File: src/design/dtc_map.svh
// Constants for the dual timer/counter: mode codes, field positions and
// timing counts. Assumes the core clock stands in for the oscillator.
`ifndef DTC_MAP_SVH
`define DTC_MAP_SVH
`define DTC_MODE_PRESCALE 2'h0
`define DTC_MODE_SIXTEEN  2'h1
`define DTC_MODE_RELOAD   2'h2
`define DTC_MODE_SPLIT    2'h3
`define DTC_OSC_PER_MC    6
`define DTC_PRESCALE_DIV  32
`define DTC_MODE_LO_BIT   0
`define DTC_MODE_HI_BIT   1
`define DTC_SRC_BIT       2
`define DTC_GATE_BIT      3
`define DTC_COUNT_RST     16'h0000
`endif

File: src/design/dtc_pkg.sv
// Types shared by the dual timer/counter.
// Assumes the map header provides the numeric constants.
package dtc_pkg;
  // One unit's four configuration bits, as in the timer mode register nibble.
  typedef struct packed {
    logic       gate_en;
    logic       count_src;
    logic [1:0] mode;
  } dtc_cfg_s;
endpackage : dtc_pkg

File: src/design/dtc_timer.sv
// Two timer/counter units with machine-cycle timing and pin edge detection.
// Assumes count and gate pins are asynchronous; core_clk is the oscillator.
`timescale 1ns/10ps
`default_nettype none
`include "dtc_map.svh"
module dtc_timer
#(
  parameter int OSC_PER_MC   = `DTC_OSC_PER_MC,
  parameter int PRESCALE_DIV = `DTC_PRESCALE_DIV
)
(
  input  wire logic             core_clk,
  input  wire logic             rst_n,
  input  wire dtc_pkg::dtc_cfg_s cfg_zero,
  input  wire dtc_pkg::dtc_cfg_s cfg_one,
  input  wire logic [1:0]       run_en,
  input  wire logic             count_input_zero,
  input  wire logic             count_input_one,
  input  wire logic             gate_input_zero,
  input  wire logic             gate_input_one,
  input  wire logic [1:0]       load_stb,
  input  wire logic [15:0]      load_val,
  input  wire logic [7:0]       reload_zero,
  input  wire logic [7:0]       reload_one,
  output logic      [15:0]      count_zero,
  output logic      [15:0]      count_one,
  output logic                  mc_tick
);
  localparam int MCW = $clog2(OSC_PER_MC);
  localparam int PSW = $clog2(PRESCALE_DIV);
  localparam logic [MCW-1:0] MC_LAST = MCW'(OSC_PER_MC - 1);

  logic [MCW-1:0] mc_reg;
  logic [1:0]     cnt_s1_reg, cnt_s2_reg, cnt_smp_reg;
  logic [1:0]     gate_s1_reg, gate_s2_reg;
  logic [15:0]    cnt_reg [2];
  logic [1:0]     fall;
  logic           mc_end;
  dtc_pkg::dtc_cfg_s cfg [2];

  assign cfg[0] = cfg_zero;
  assign cfg[1] = cfg_one;
  assign mc_end = (mc_reg == MC_LAST);

  // Machine-cycle divider: one enable pulse every six core clocks.
  always_ff @(posedge core_clk)
  begin
    if (!rst_n)
      mc_reg <= '0;
    else if (mc_end)
      mc_reg <= '0;
    else
      mc_reg <= mc_reg + MCW'(1);
  end

  // Two-flop synchronisers for the asynchronous pins.
  always_ff @(posedge core_clk)
  begin
    if (!rst_n)
    begin
      cnt_s1_reg  <= 2'h3;
      cnt_s2_reg  <= 2'h3;
      gate_s1_reg <= 2'h0;
      gate_s2_reg <= 2'h0;
    end
    else
    begin
      cnt_s1_reg  <= {count_input_one, count_input_zero};
      cnt_s2_reg  <= cnt_s1_reg;
      gate_s1_reg <= {gate_input_one, gate_input_zero};
      gate_s2_reg <= gate_s1_reg;
    end
  end

  // Count pins are sampled once per machine cycle; a fall is a high
  // sample followed by a low one, so recognition takes two cycles and a
  // source faster than osc/12 loses edges.
  always_ff @(posedge core_clk)
  begin
    if (!rst_n)
      cnt_smp_reg <= 2'h3;
    else if (mc_end)
      cnt_smp_reg <= cnt_s2_reg;
  end
  assign fall = cnt_smp_reg & ~cnt_s2_reg & {2{mc_end}};

  // Per-unit counting.
  for (genvar u = 0; u < 2; u++)
  begin : g_unit
    logic [PSW-1:0] pre;
    logic [7:0]     hi;
    logic           ev;
    logic           ok;
    logic           stop;
    logic           pre_carry;
    assign pre  = cnt_reg[u][PSW-1:0];
    assign hi   = cnt_reg[u][15:8];
    // Source: machine cycle or a detected pin fall.
    assign ev   = cfg[u].count_src ? fall[u] : mc_end;
    // Gate pin lets counting run only while high when gating is on.
    assign ok   = run_en[u] & (~cfg[u].gate_en | gate_s2_reg[u]);
    // Unit 1 halts whenever unit 0 is split.
    assign stop = (u == 1) && (cfg[0].mode == `DTC_MODE_SPLIT);
    assign pre_carry = (pre == PSW'(PRESCALE_DIV - 1));

    always_ff @(posedge core_clk)
    begin
      if (!rst_n)
        cnt_reg[u] <= `DTC_COUNT_RST;
      else if (load_stb[u])
        cnt_reg[u] <= load_val;
      else
      begin
        // Low byte / prescaler, gated by this unit's own controls and, for unit 1, by unit 0's split mode.
        if (ev && ok && !stop)
        begin
          case (cfg[u].mode)
            `DTC_MODE_PRESCALE:
            begin
              // Low five bits prescale, high byte is the 8-bit counter.
              cnt_reg[u][PSW-1:0] <= pre + PSW'(1);
              if (pre_carry)
                cnt_reg[u][15:8] <= hi + 8'h01;
            end
            `DTC_MODE_SIXTEEN:
              cnt_reg[u] <= cnt_reg[u] + 16'h0001;
            `DTC_MODE_RELOAD:
            begin
              if (cnt_reg[u][7:0] == 8'hff)
                cnt_reg[u][7:0] <= (u == 0) ? reload_zero
                                            : reload_one;
              else
                cnt_reg[u][7:0] <= cnt_reg[u][7:0] + 8'h01;
            end
            default:
              cnt_reg[u][7:0] <= cnt_reg[u][7:0] + 8'h01;
          endcase
        end
        // Split mode: unit 0's high byte is a timer run by unit 1's enable.
        if (u == 0 && cfg[0].mode == `DTC_MODE_SPLIT && mc_end && run_en[1])
          cnt_reg[u][15:8] <= hi + 8'h01;
      end
    end
  end

  // Registered outputs.
  always_ff @(posedge core_clk)
  begin
    if (!rst_n)
    begin
      count_zero <= `DTC_COUNT_RST;
      count_one  <= `DTC_COUNT_RST;
      mc_tick    <= 1'b0;
    end
    else
    begin
      count_zero <= cnt_reg[0];
      count_one  <= cnt_reg[1];
      mc_tick    <= mc_end;
    end
  end

  // Most checks watch unit 0; unit 1 is the same generate body, so only
  // the split halt and the counter source are watched on unit 1, where
  // the two units really differ.

  // A prescaled unit's high byte steps only on a prescaler carry.
  a_prescale_step: assert property (@(posedge core_clk)
    disable iff (!rst_n)
    (cfg_zero.mode == `DTC_MODE_PRESCALE && !load_stb[0]
     && cnt_reg[0][PSW-1:0] != PSW'(PRESCALE_DIV - 1))
    |=> $stable(cnt_reg[0][15:8]))
    else $error("prescaled high byte moved without carry");
  // Split mode freezes unit 1.
  a_split_halt: assert property (@(posedge core_clk)
    disable iff (!rst_n)
    (cfg_zero.mode == `DTC_MODE_SPLIT && !load_stb[1])
    |=> $stable(cnt_reg[1]))
    else $error("unit one counted while unit zero split");
  // In split mode unit 0's high byte counts machine cycles on unit 1's run.
  a_split_timer: assert property (@(posedge core_clk)
    disable iff (!rst_n)
    (cfg_zero.mode == `DTC_MODE_SPLIT && mc_end && run_en[1] && !load_stb[0])
    |=> cnt_reg[0][15:8] == $past(cnt_reg[0][15:8]) + 8'h01)
    else $error("split high-byte timer did not step");
  // Machine cycles are six clocks apart. The repetition is written for the
  // default divider; a different OSC_PER_MC needs this count changed too.
  a_mc_period: assert property (@(posedge core_clk)
    disable iff (!rst_n)
    mc_end |=> !mc_end [*5] ##1 mc_end)
    else $error("machine cycle not six clocks");
  // A closed gate holds unit 0 outside split mode.
  a_gate_hold: assert property (@(posedge core_clk)
    disable iff (!rst_n)
    (cfg_zero.gate_en && !gate_s2_reg[0] && !load_stb[0]
     && cfg_zero.mode != `DTC_MODE_SPLIT) |=> $stable(cnt_reg[0]))
    else $error("gated unit counted with gate low");
  // Timer source counts in 16-bit mode once per machine cycle.
  a_timer_inc: assert property (@(posedge core_clk)
    disable iff (!rst_n)
    (cfg_zero.mode == `DTC_MODE_SIXTEEN && !cfg_zero.count_src
     && run_en[0] && !cfg_zero.gate_en && mc_end && !load_stb[0])
    |=> cnt_reg[0] == $past(cnt_reg[0]) + 16'h0001)
    else $error("sixteen-bit timer did not step");
  // Counter source only steps on a falling sample.
  a_edge_only: assert property (@(posedge core_clk)
    disable iff (!rst_n)
    (cfg_one.count_src && !fall[1] && !load_stb[1]) |=> $stable(cnt_reg[1]))
    else $error("counter stepped without falling edge");
  // Reload wraps to the holding value.
  a_reload_wrap: assert property (@(posedge core_clk)
    disable iff (!rst_n)
    (cfg_zero.mode == `DTC_MODE_RELOAD && g_unit[0].ev && g_unit[0].ok
     && cnt_reg[0][7:0] == 8'hff && !load_stb[0])
    |=> cnt_reg[0][7:0] == $past(reload_zero))
    else $error("reload value not taken on overflow");
  // A sixteen-bit unit carries its low byte into the high byte.
  a_wide_carry: assert property (@(posedge core_clk)
    disable iff (!rst_n)
    (cfg_zero.mode == `DTC_MODE_SIXTEEN && g_unit[0].ev && g_unit[0].ok
     && cnt_reg[0][7:0] == 8'hff && !load_stb[0])
    |=> cnt_reg[0][15:8] == $past(cnt_reg[0][15:8]) + 8'h01)
    else $error("sixteen-bit carry into high byte lost");
endmodule : dtc_timer
`default_nettype wire

File: config.mk
export PLATFORM = sky130hd
export DESIGN_NAME = dtc_timer
export DESIGN_NICKNAME = d
export VERILOG_FILES = /design/src/design/dtc_pkg.sv /design/src/design/dtc_timer.sv
export VERILOG_INCLUDE_DIRS = /design/src /design/src/design
export SDC_FILE = /design/constraint.sdc
export NUM_CORES = 1
export LEC_CHECK = 0
export BUFFER_PORTS_ARGS = -buffer_cell sky130_fd_sc_hd__buf_2
export CAP_MARGIN = 10
export CORE_MARGIN = 8
export CORE_UTILIZATION = 35
export CTS_CLUSTER_DIAMETER = 60
export DETAILED_ROUTE_END_ITERATION = 10
export SLEW_MARGIN = 5
export SYNTH_ARGS = -nofsm -noshare
export SYNTH_HDL_FRONTEND = slang
export SYNTH_SLANG_ARGS = --single-unit
File: constraint.sdc
create_clock -name core_clk -period 4.2 [get_ports core_clk]
set_clock_uncertainty 0.1 [all_clocks]
set_input_delay 0.84 -clock core_clk [delete_from_list [all_inputs] [get_ports core_clk]]
set_output_delay 0.84 -clock core_clk [all_outputs]
set_load 0.01 [all_outputs]
# Yosys cells after proc, flatten, opt, wreduce, memory -nomap -nowiden
# Memory sizes are Yosys's and may differ from the RTL's.
# Index checks and enable logic that the tools add are counted.
op_classes:
  addsub: 9
  eq_ne: 10
  muxes: 104
  n_bitwise: 35
  n_reduce_logical: 11
op_table:
  columns: ["operator", "n"]
  rows:
  - ["$mux W1", 79]
  - ["$mux W5", 10]
  - ["$mux W8", 5]
  - ["$add A16 B1 Y16 const B", 2]
  - ["$add A8 B1 Y8 const B", 4]
  - ["$mux W16", 2]
  - ["$or A1 B1 Y1", 27]
  - ["$mux W3", 8]
  - ["$eq A8 B8 Y1 const B", 2]
  - ["$add A5 B1 Y5 const B", 2]
  - ["$eq A5 B5 Y1 const B", 2]
  - ["$eq A2 B2 Y1 const B", 3]
  - ["$reduce_or A3 Y1", 2]
  - ["$logic_and A1 B1 Y1", 5]
  - ["$and A2 B2 Y2", 2]
  - ["$eq A2 B1 Y1 const B", 2]
  - ["$logic_not A2 Y1", 2]
  - ["$add A3 B1 Y3 const B", 1]
  - ["$eq A3 B3 Y1 const B", 1]
  - ["$not A1 Y1", 3]
  - ["$and A1 B1 Y1", 2]
  - ["$not A2 Y2", 1]
  - ["$reduce_or A2 Y1", 1]
  - ["$logic_not A1 Y1", 1]
word_totals:
  regBits: 46
  ram_bits: 32
  inputBits: 50
  elab_cells: 179
  mem_count: 1
mem_list:
  columns: ["memory", "depth", "word_bits", "read_ports", "rd_ports_with_merged_regs", "write_ports", "line_no", "source"]
  rows:
  - ["cnt_reg", 2, 16, 2, 0, 2, "dtc_timer.sv:36", "logic [15:0] cnt_reg [2];"]

# Logic depth before layout (Yosys ltp)
# Gate-level depths: netlist of the first run.
logic_depth:
  word_depth: 15
  ltp_mapped: 9
  mapped_depth_nobuf: 9

# Worst setup path before layout of the first run
# No wires, ideal clock.
synth_path:
  path_type: "in2reg"
  startpoint: "input port cfg_zero[1] (netlist bit)"
  endpoint: "memory cnt_reg[1][10] (data pin)"
  setup_time_ns: 0.256
  t_arrival_ns: 2.022
  required_time_ns: 3.844
  setup_slack_ns: 1.822
  path_stages: 7
  n_path_buf: 2
  cell_sequence: "buf_6 -> a222oi_1 -> buf_4 -> nand4_2 -> nor3_1 -> nor3_1 -> a22o_1"
synth_lines:
  columns: ["item", "line_no", "source"]
  rows:
  - ["start: declaration", "dtc_timer.sv:14", "input wire dtc_pkg::dtc_cfg_s cfg_zero,"]
  - ["end: declaration", "dtc_timer.sv:36", null]

==> results_dict.tcl, run 1 <==
set metrics [dict create \
    hpwl_um 7630 \
    ctsResizeCount 0 \
    finalCritPeriodShare_pct 68.23 \
    total_power_mw 1.627 \
    synth_nets 449 \
    avgViaCountPerCell 5.120 \
    final.min_clock_period_ps 2866 \
    n_antenna_cell 0 \
    gp_congestion 0.8668 \
    antenna_found_initial 0 \
    postCtsSetupBuffers 0 \
    worstHoldStart "cnt_s1_reg[1]" \
    drt-initial-drc-count 219 \
    placed_cells 599 \
    drive_gt1_share_pct 23.16 \
    synth_top_area_share_pct 25.08 \
    min_path_type "flop to flop" \
    yosysTopAreaCell "edfxtp_1" \
    avgSynthCellArea_um2 9.798 \
    slew_headroom_pct 59.68 \
    fillers 1099 \
    vias 3149 \
    largest_register_ffs 32 \
    setup_tns_ps 0 \
    reg2reg_slack_ps 1630 \
    cts_buffers 9 \
    coreArea_um2 10750 \
    status "finished clean" \
    clock.fmax_mhz 349.0 \
    powerDensity_nw_per_um2 357.7 \
    row_count 38 \
    ff2ff_path_depth 6 \
    grt_pass1_wl_um 16280 \
    cts-root-buf "clkbuf_8" \
    clk_latency_ps 360 \
    synthMostInstantiatedCell "dfxtp_1" \
    setup_ws_ps 1334 \
    grt_use_total_pct 14.14 \
    dr.pass1.iters 4 \
    maxSlewViolCount 0 \
    ctsHoldBuffers 0 \
    synthTopCellsByArea "edfxtp_1 (25%), dfxtp_1 (24%), and2_1 (7.0%), nand2_1 (4.1%), a21oi_1 (2.7%)" \
    finalSetupViolCount 0 \
    die_area_um2 14550 \
    start_util_pct 35.65 \
    die_w_um 120.6 \
    final_cells 615 \
    synth-edff-count 32 \
    synthTopCellsByCount "dfxtp_1 (46), and2_1 (43), nand2_1 (42)" \
    grt_max_degree 29 \
    clock-sinks 78 \
    synthToLayoutAreaGrowth_pct 18.75 \
    path_clk_slew_ps 80 \
    ys_ff_latch 78 \
    path_max_fanout 24 \
    synth_area_um2 3831 \
    htree_levels 3 \
    timing.rr.start "mc_reg[0]" \
    grt_pass1_vias 3263 \
    overflow 0 \
    max-clock-path-buffers 2 \
    ant_nets 0 \
    ys_async_sr_fraction_pct 0 \
    pre_cts_slack_ps 987.8 \
    wl_per_cell_um 15.97 \
    hold_end "cnt_s2_reg[1]" \
    min_path_cells 1 \
    required_ps 4110 \
    ys.flop_type "dfxtp_1" \
    critPathCaptureType "flop" \
    worstSetupPathType "input pin to flop" \
    p_leak_nw 1.947 \
    worstReg2RegEnd "cnt_reg[0][8]" \
    peakVddDrop_v 0.0001592 \
    synth_warnings 0 \
    ys_seq_area_share_pct 49.12 \
    pin_count 83 \
    cp-start-kind "input pin" \
    drc 0 \
    maxCapViolations 0 \
    drt_wl_total_um 9822 \
    cts_tree "built" \
    synth_cell_types 61 \
    layout.nets 528 \
    worst_pin_slew_ps 604.7 \
    syn_inst 391 \
    die_y_um 120.6 \
    worstPathArrival_ps 2780 \
    rsz0062_at_grt "no" \
    io_buffers 82 \
    hold_viol 0 \
]
[logic make-up after synthesis]
group	after synthesis	share of synthesized area, %
muxes	7	1.862
xor gates and xnor gates	15	3.429
AOI/OAI and AO/OA	84	14.73
buffers and inverters	22	2.841
DFF	78	49.12
adders and majority gates	8	2.613
and+or+nand+nor	177	25.41
[critical path, stage by stage]
cell	delay, ps
buf_2	300
nor2b_1	430
and2_1	230
nand4_1	370
and2_4	310
nand2_1	290
[cell usage in the layout, fill, tap and decap left out, drive strengths merged, types with 4 or more instances in the layout]
cell    instances
xor2           10
and2           44
a31oi           5
mux2i           6
nand4           9
and4            5
ha              8
a22oi           5
nor2b           7
clkinv          4
edfxtp         32
nand3          19
o21ai          24
a21oi          21
nor2           25
and3            6
clkbuf         10
dfxtp          46
nor3            6
xnor2           5
buf            84
nand2          43
inv             6
nand2b          7
[final cells by class]
type / count / area (um^2) / area share [%]
Timing Repair Buffer: 84 / 425.4 / 9.351
Multi-Input combinational cell: 291 / 1841 / 40.46
Inverter: 6 / 22.52 / 0.4950
Clock inverter: 6 / 76.32 / 1.678
Tap cell: 140 / 175.2 / 3.850
Sequential cell: 78 / 1882 / 41.36
Clock buffer: 10 / 127.6 / 2.805
[metrics by stage]
step / cell area [um^2] / util [%] / hold slack, ps
2_1_floorplan: 3831 / - / 286.3
3_3_place_gp: 4345 / 40.44 / 291.4
3_5_place_dp: 4345 / 40.44 / 294.8
4_1_cts: 4549 / 42.34 / 313.2
5_1_grt: 4549 / 42.34 / 321.8
6_report: 4549 / 42.34 / 311.9
[per-layer routing]
| metal | part of all wire, % | GRT usage [%] |
|---|---|---|
| met1 | 47 | 17.88 |
| met2 | 44 | 21.67 |
| met3 | 6.3 | 4.289 |
| met4 | 2.2 | 6.557 |
| met5 | 0 | 0 |
[worst max path at each step]
stage                           start              to
final                           rst_n   cnt_reg[0][8]
after global routing            rst_n   cnt_reg[0][8]
after CTS                       rst_n   cnt_reg[0][9]
after detailed placement        rst_n   cnt_reg[0][9]
after global placement          rst_n  cnt_reg[0][15]
after floorplan           cfg_zero[1]  cnt_reg[1][10]
[where the power goes]
group	internal (mW)	switching (mW)	total [mW]	leakage, nW
clock	0.328	0.272	0.600	0.103
sequential	0.835	0.0356	0.871	0.730
combinational	0.0697	0.0864	0.156	1.11
No activity file was read; power rests on OpenSTA's default activity.
==> run 2, diff against run 1 <==
==> constraint.sdc (replaced) <==
create_clock -name core_clk -period 2.7 [get_ports core_clk]
set_clock_uncertainty 0.1 [all_clocks]
set_input_delay 0.54 -clock core_clk [delete_from_list [all_inputs] [get_ports core_clk]]
set_output_delay 0.54 -clock core_clk [all_outputs]
set_load 0.01 [all_outputs]
==> run 2 against run 1 <==
First-iteration DRC count down 15%. Count of clock-buffer cells in the layout unchanged. Cell count up 0.81%. Highest routed layer is now met5.
==> results_dict.tcl, run 2 (synthesized netlist as in run 1, its figures left out) <==
set metrics [dict create \
    rsz0062_at_grt "no" \
    grt_pass1_vias 3189 \
    ctsResizeCount 0 \
    io_buffers 82 \
    cts-root-buf "clkbuf_8" \
    fin_area_um2 4617 \
    final_util_pct 42.97 \
    gp_congestion 0.9112 \
    worstReg2RegEnd "cnt_reg[1][11]" \
    worstHoldStart "count_input_one" \
    crit_path_top_delay_cell "edfxtp_1" \
    critPathBufInv 1 \
    peakVddDrop_v 0.0001919 \
    grt_pass1_wl_um 15970 \
    ff2ff_path_depth 9 \
    path_max_fanout 5 \
    finalSetupViolCount 0 \
    overflow 0 \
    whs_ps 255.4 \
    clk_latency_ps 360 \
    die_w_um 120.6 \
    setup_tns_ps 0 \
    die_area_um2 14550 \
    slew_headroom_pct 57.59 \
    hold_viol 0 \
    status "finished clean" \
    n_antenna_cell 0 \
    layout_commonest_cell "buf_2" \
    cp-start-kind "flop" \
    slowest_delay_ps 450 \
    cts_tree "built" \
    worst_pin_slew_ps 636.1 \
    dr.pass1.iters 5 \
    largest_register_ffs 32 \
    p_leak_nw 1.988 \
    cts_buffers 9 \
    pin_count 83 \
    die_y_um 120.6 \
    reg2reg_slack_ps 250 \
    mostFrequentLayoutCells "buf_2 (82), dfxtp_1 (46), and2_1 (43)" \
    dpl_cell_area_um2 4390 \
    drc 0 \
    wl_per_cell_um 16.06 \
    powerDensity_nw_per_um2 566.7 \
    avgViaCountPerCell 5.144 \
    timing.rr.start "cnt_reg[1][0]" \
    antenna_found_initial 1 \
    finalCritPeriodShare_pct 90.72 \
    grt_use_total_pct 13.92 \
    hpwl_um 7865 \
    maxSlewViolCount 0 \
    postCtsSetupBuffers 0 \
    max-clock-path-buffers 2 \
    critPathCaptureType "flop" \
    drt_wl_total_um 9959 \
    drt-initial-drc-count 187 \
    htree_levels 3 \
    vias 3189 \
    start_util_pct 35.65 \
    path_clk_slew_ps 80 \
    worstPathArrival_ps 2580 \
    row_count 38 \
    hold_end "cnt_s1_reg[1]" \
    min_path_type "input pin to flop" \
    final.min_clock_period_ps 2449 \
    required_ps 2830 \
    grt_max_degree 23 \
    coreArea_um2 10750 \
    clock.fmax_mhz 408.3 \
    fillers 1143 \
    min_path_cells 2 \
    worstSetupPathType "flop to flop" \
    ctsHoldBuffers 0 \
    ant_nets 0 \
    maxCapViolations 0 \
    layout.nets 534 \
    clock-sinks 78 \
    synthToLayoutAreaGrowth_pct 20.51 \
    critPathMostFrequentCell "ha_1" \
    cp_cell_sequence "ha_1 > nand3_1 > inv_1 > ha_1 > nor2b_1 > nand4_1 > o21ai_0 > a2111oi_1 > a21o_1" \
    cpLargestDelayFamily "compound AO/OA/AOI/OAI gates" \
    drive_gt1_share_pct 24.38 \
]
[run 2: cell count changes in the layout (fill, tap and decap cells not counted)]
| cell | delta |
|---|---|
| buf_4 | +6 |
| clkinv_1 | -2 |
| bufinv_16 | +1 |
[run 2: worst max-delay path by stage]
stage	startpoint	endpoint	depth (start not counted)	slack [ps]
floorplan	cnt_reg[0][0]	cnt_reg[0][13]	8	510
global placement	cnt_reg[1][0]	cnt_reg[1][11]	9	330
detailed placement	cnt_reg[1][0]	cnt_reg[1][11]	9	290
CTS	cnt_reg[1][0]	cnt_reg[1][11]	9	260
global route	cnt_reg[1][0]	cnt_reg[1][11]	9	20
finish	cnt_reg[1][0]	cnt_reg[1][11]	9	250
[run 2: cell type report]
class                   instances  area, um^2  share of cell area (%)
flip-flops and latches         78        1882                   40.76
well taps                     140       175.2                   3.794
clock buffers                  10       127.6                   2.764
clock inverters                 5       98.84                   2.141
inverters                       6       22.52                  0.4878
repair buffers                 90       470.5                   10.19
multi-input cells             291        1841                   39.86
[run 2: routing by layer]
layer	global-route usage [%]	up-vias	wire length, um	part of all wire (%)
met1	17.44	1479	4524	45
li1	-	1575	-	-
met3	4.056	17	750	7.5
met2	21.33	116	4463	45
met4	7.260	2	207	2.1
met5	0	-	12	0.12
[run 2: worst reg2reg max path: cells and delay by family, from the launching register on]
family	cells	cell delay [ps]
buffers and inverters	1	90
flip-flops	1	450
adder cells (fa/ha/maj)	2	440
AO/OA/AOI/OAI	3	780
AND/OR/NAND/NOR	3	470
[run 2: stage by stage]
step                power, mW  std cells  setup slack (ps)
finish                  2.617        620             250.7
global route            2.727        620             22.92
CTS                     2.646        620             257.4
detailed placement      1.631        605             293.8
global placement        1.624        605             325.1
floorplan               1.507        391             507.5
[run 2: report_power, final]
group | total, mW | internal, mW | switching [mW] | leakage, nW
clock network | 1.01 | 0.605 | 0.409 | 0.114
registers | 1.36 | 1.30 | 0.0567 | 0.730
logic | 0.247 | 0.112 | 0.134 | 1.14
total | 2.62 | 2.02 | 0.600 | 1.99
==> run 3, diff against run 2 <==
--- a/config.mk
+++ b/config.mk
@@ -10,6 +10,7 @@
 export CAP_MARGIN = 10
 export CORE_MARGIN = 8
 export CORE_UTILIZATION = 35
+export CTS_BUF_LIST = sky130_fd_sc_hd__clkbuf_8
 export CTS_CLUSTER_DIAMETER = 60
 export DETAILED_ROUTE_END_ITERATION = 10
 export SLEW_MARGIN = 5
==> run 3 against run 2 <==
Final area unchanged. Combinational power about the same. Highest routed layer unchanged. Worst hold slack got worse by 0.80 ps. Clock power about the same.
==> results_dict.tcl, run 3 (synthesized netlist as in run 1, its figures left out) <==
set metrics [dict create \
    status "finished clean" \
    fillers 1143 \
    avgViaCountPerCell 5.144 \
    maxSlewViolCount 0 \
    grt_pass1_wl_um 15970 \
    max-clock-path-buffers 2 \
    gp_congestion 0.9112 \
    die_w_um 120.6 \
    seq_area_um2 1882 \
    grt_max_degree 23 \
    path_clk_slew_ps 80 \
    required_ps 2830 \
    critPathCaptureType "flop" \
    min_path_type "input pin to flop" \
    clock.fmax_mhz 408.1 \
    overflow 0 \
    worstPathArrival_ps 2580 \
    maxCapViolations 0 \
    drt-initial-drc-count 189 \
    powerDensity_nw_per_um2 566.1 \
    largest_register_ffs 32 \
    placed_cells 605 \
    final_cells 620 \
    slew_headroom_pct 57.56 \
    final.min_clock_period_ps 2450 \
    peakVddDrop_v 0.0001919 \
    synthToLayoutAreaGrowth_pct 20.51 \
    drt_wl_total_um 9959 \
    clk_latency_ps 360 \
    hold_viol 0 \
    start_util_pct 35.65 \
    grt_pass1_vias 3189 \
    dr.pass1.iters 5 \
    total_power_mw 2.614 \
    setup_ws_ps 249.7 \
    wl_per_cell_um 16.06 \
    hpwl_um 7865 \
    cts-root-buf "clkbuf_8" \
    coreArea_um2 10750 \
    clock-sinks 78 \
    layout.nets 534 \
    worst_pin_slew_ps 636.6 \
    drc 0 \
    pin_count 83 \
    mostFrequentLayoutCells "buf_2 (82), dfxtp_1 (46), and2_1 (43)" \
    multi_input_area_um2 1841 \
    finalSetupViolCount 0 \
    worstSetupPathType "flop to flop" \
    n_antenna_cell 0 \
    grt_use_total_pct 13.92 \
    row_count 38 \
    cts_tree "built" \
    p_leak_nw 1.992 \
    pre_cts_slack_ps 293.8 \
    setup_tns_ps 0 \
    io_buffers 82 \
    cp-start-kind "flop" \
    ctsHoldBuffers 0 \
    vias 3189 \
    drive_gt1_share_pct 24.38 \
    layout_commonest_cell "buf_2" \
    htree_levels 3 \
    finalCritPeriodShare_pct 90.75 \
    die_y_um 120.6 \
    rsz0062_at_grt "no" \
    antenna_found_initial 1 \
    die_area_um2 14550 \
    path_max_fanout 5 \
    ctsResizeCount 0 \
    cts_buffers 9 \
    postCtsSetupBuffers 0 \
    ant_nets 0 \
]
[run 3: cell count changes in the layout (fill, tap and decap cells not counted), sizes merged]
cell / delta
clkbuf: -1
inv: +1
[run 3: cell type report]
type | count | area share, %
sequential | 78 | 40.76
multi-input combinational | 291 | 39.86
timing repair buffer | 90 | 10.19
tap | 140 | 3.794
clock buffer | 9 | 2.683
clock inverter | 6 | 2.222
inverter | 6 | 0.4878
[run 3: metrics by stage]
| step | hold WS, ps | utilization [%] | area, um^2 |
|---|---|---|---|
| 6_report | 254.6 | 42.97 | 4617 |
| 3_5_place_dp | 291.7 | 40.86 | 4390 |
| 2_1_floorplan | 286.3 | - | 3831 |
| 3_3_place_gp | 297.0 | 40.86 | 4390 |
| 4_1_cts | 240.3 | 42.97 | 4617 |
| 5_1_grt | 249.1 | 42.97 | 4617 |
[run 3: final timing paths]
| path | cells after the start | end | from | slack (ps) |
|---|---|---|---|---|
| worst max-delay path | 9 | cnt_reg[1][11] | cnt_reg[1][0] | 250 |
| worst max register to register | 9 | cnt_reg[1][11] | cnt_reg[1][0] | 250 |
| worst min register to register | 1 | cnt_s2_reg[0] | cnt_s1_reg[0] | 310 |
| worst min-delay path | 2 | cnt_s1_reg[1] | count_input_one | 250 |
[run 3: power by group]
| group | switching, mW | leakage [nW] | internal, mW |
|---|---|---|---|
| registers | 0.0567 | 0.730 | 1.30 |
| clock network | 0.410 | 0.118 | 0.601 |
| logic | 0.134 | 1.14 | 0.112 |
| total | 0.601 | 1.99 | 2.01 |
[run 3: per-layer routing]
layer	part of all wire, %	track usage (%)	up-vias	routed length, um
met4	2.1	7.260	2	207
met3	7.5	4.056	17	750
met5	0.12	0	-	12
met1	45	17.44	1479	4525
li1	-	-	1575	-
met2	45	21.33	116	4463
[run 3: critical path, cell delays in order, from the launching register on]
cell	delay, ps
edfxtp_1	450
ha_1	250
nand3_1	180
inv_1	90
ha_1	190
nor2b_1	130
nand4_1	160
o21ai_0	200
a2111oi_1	450
a21o_1	130
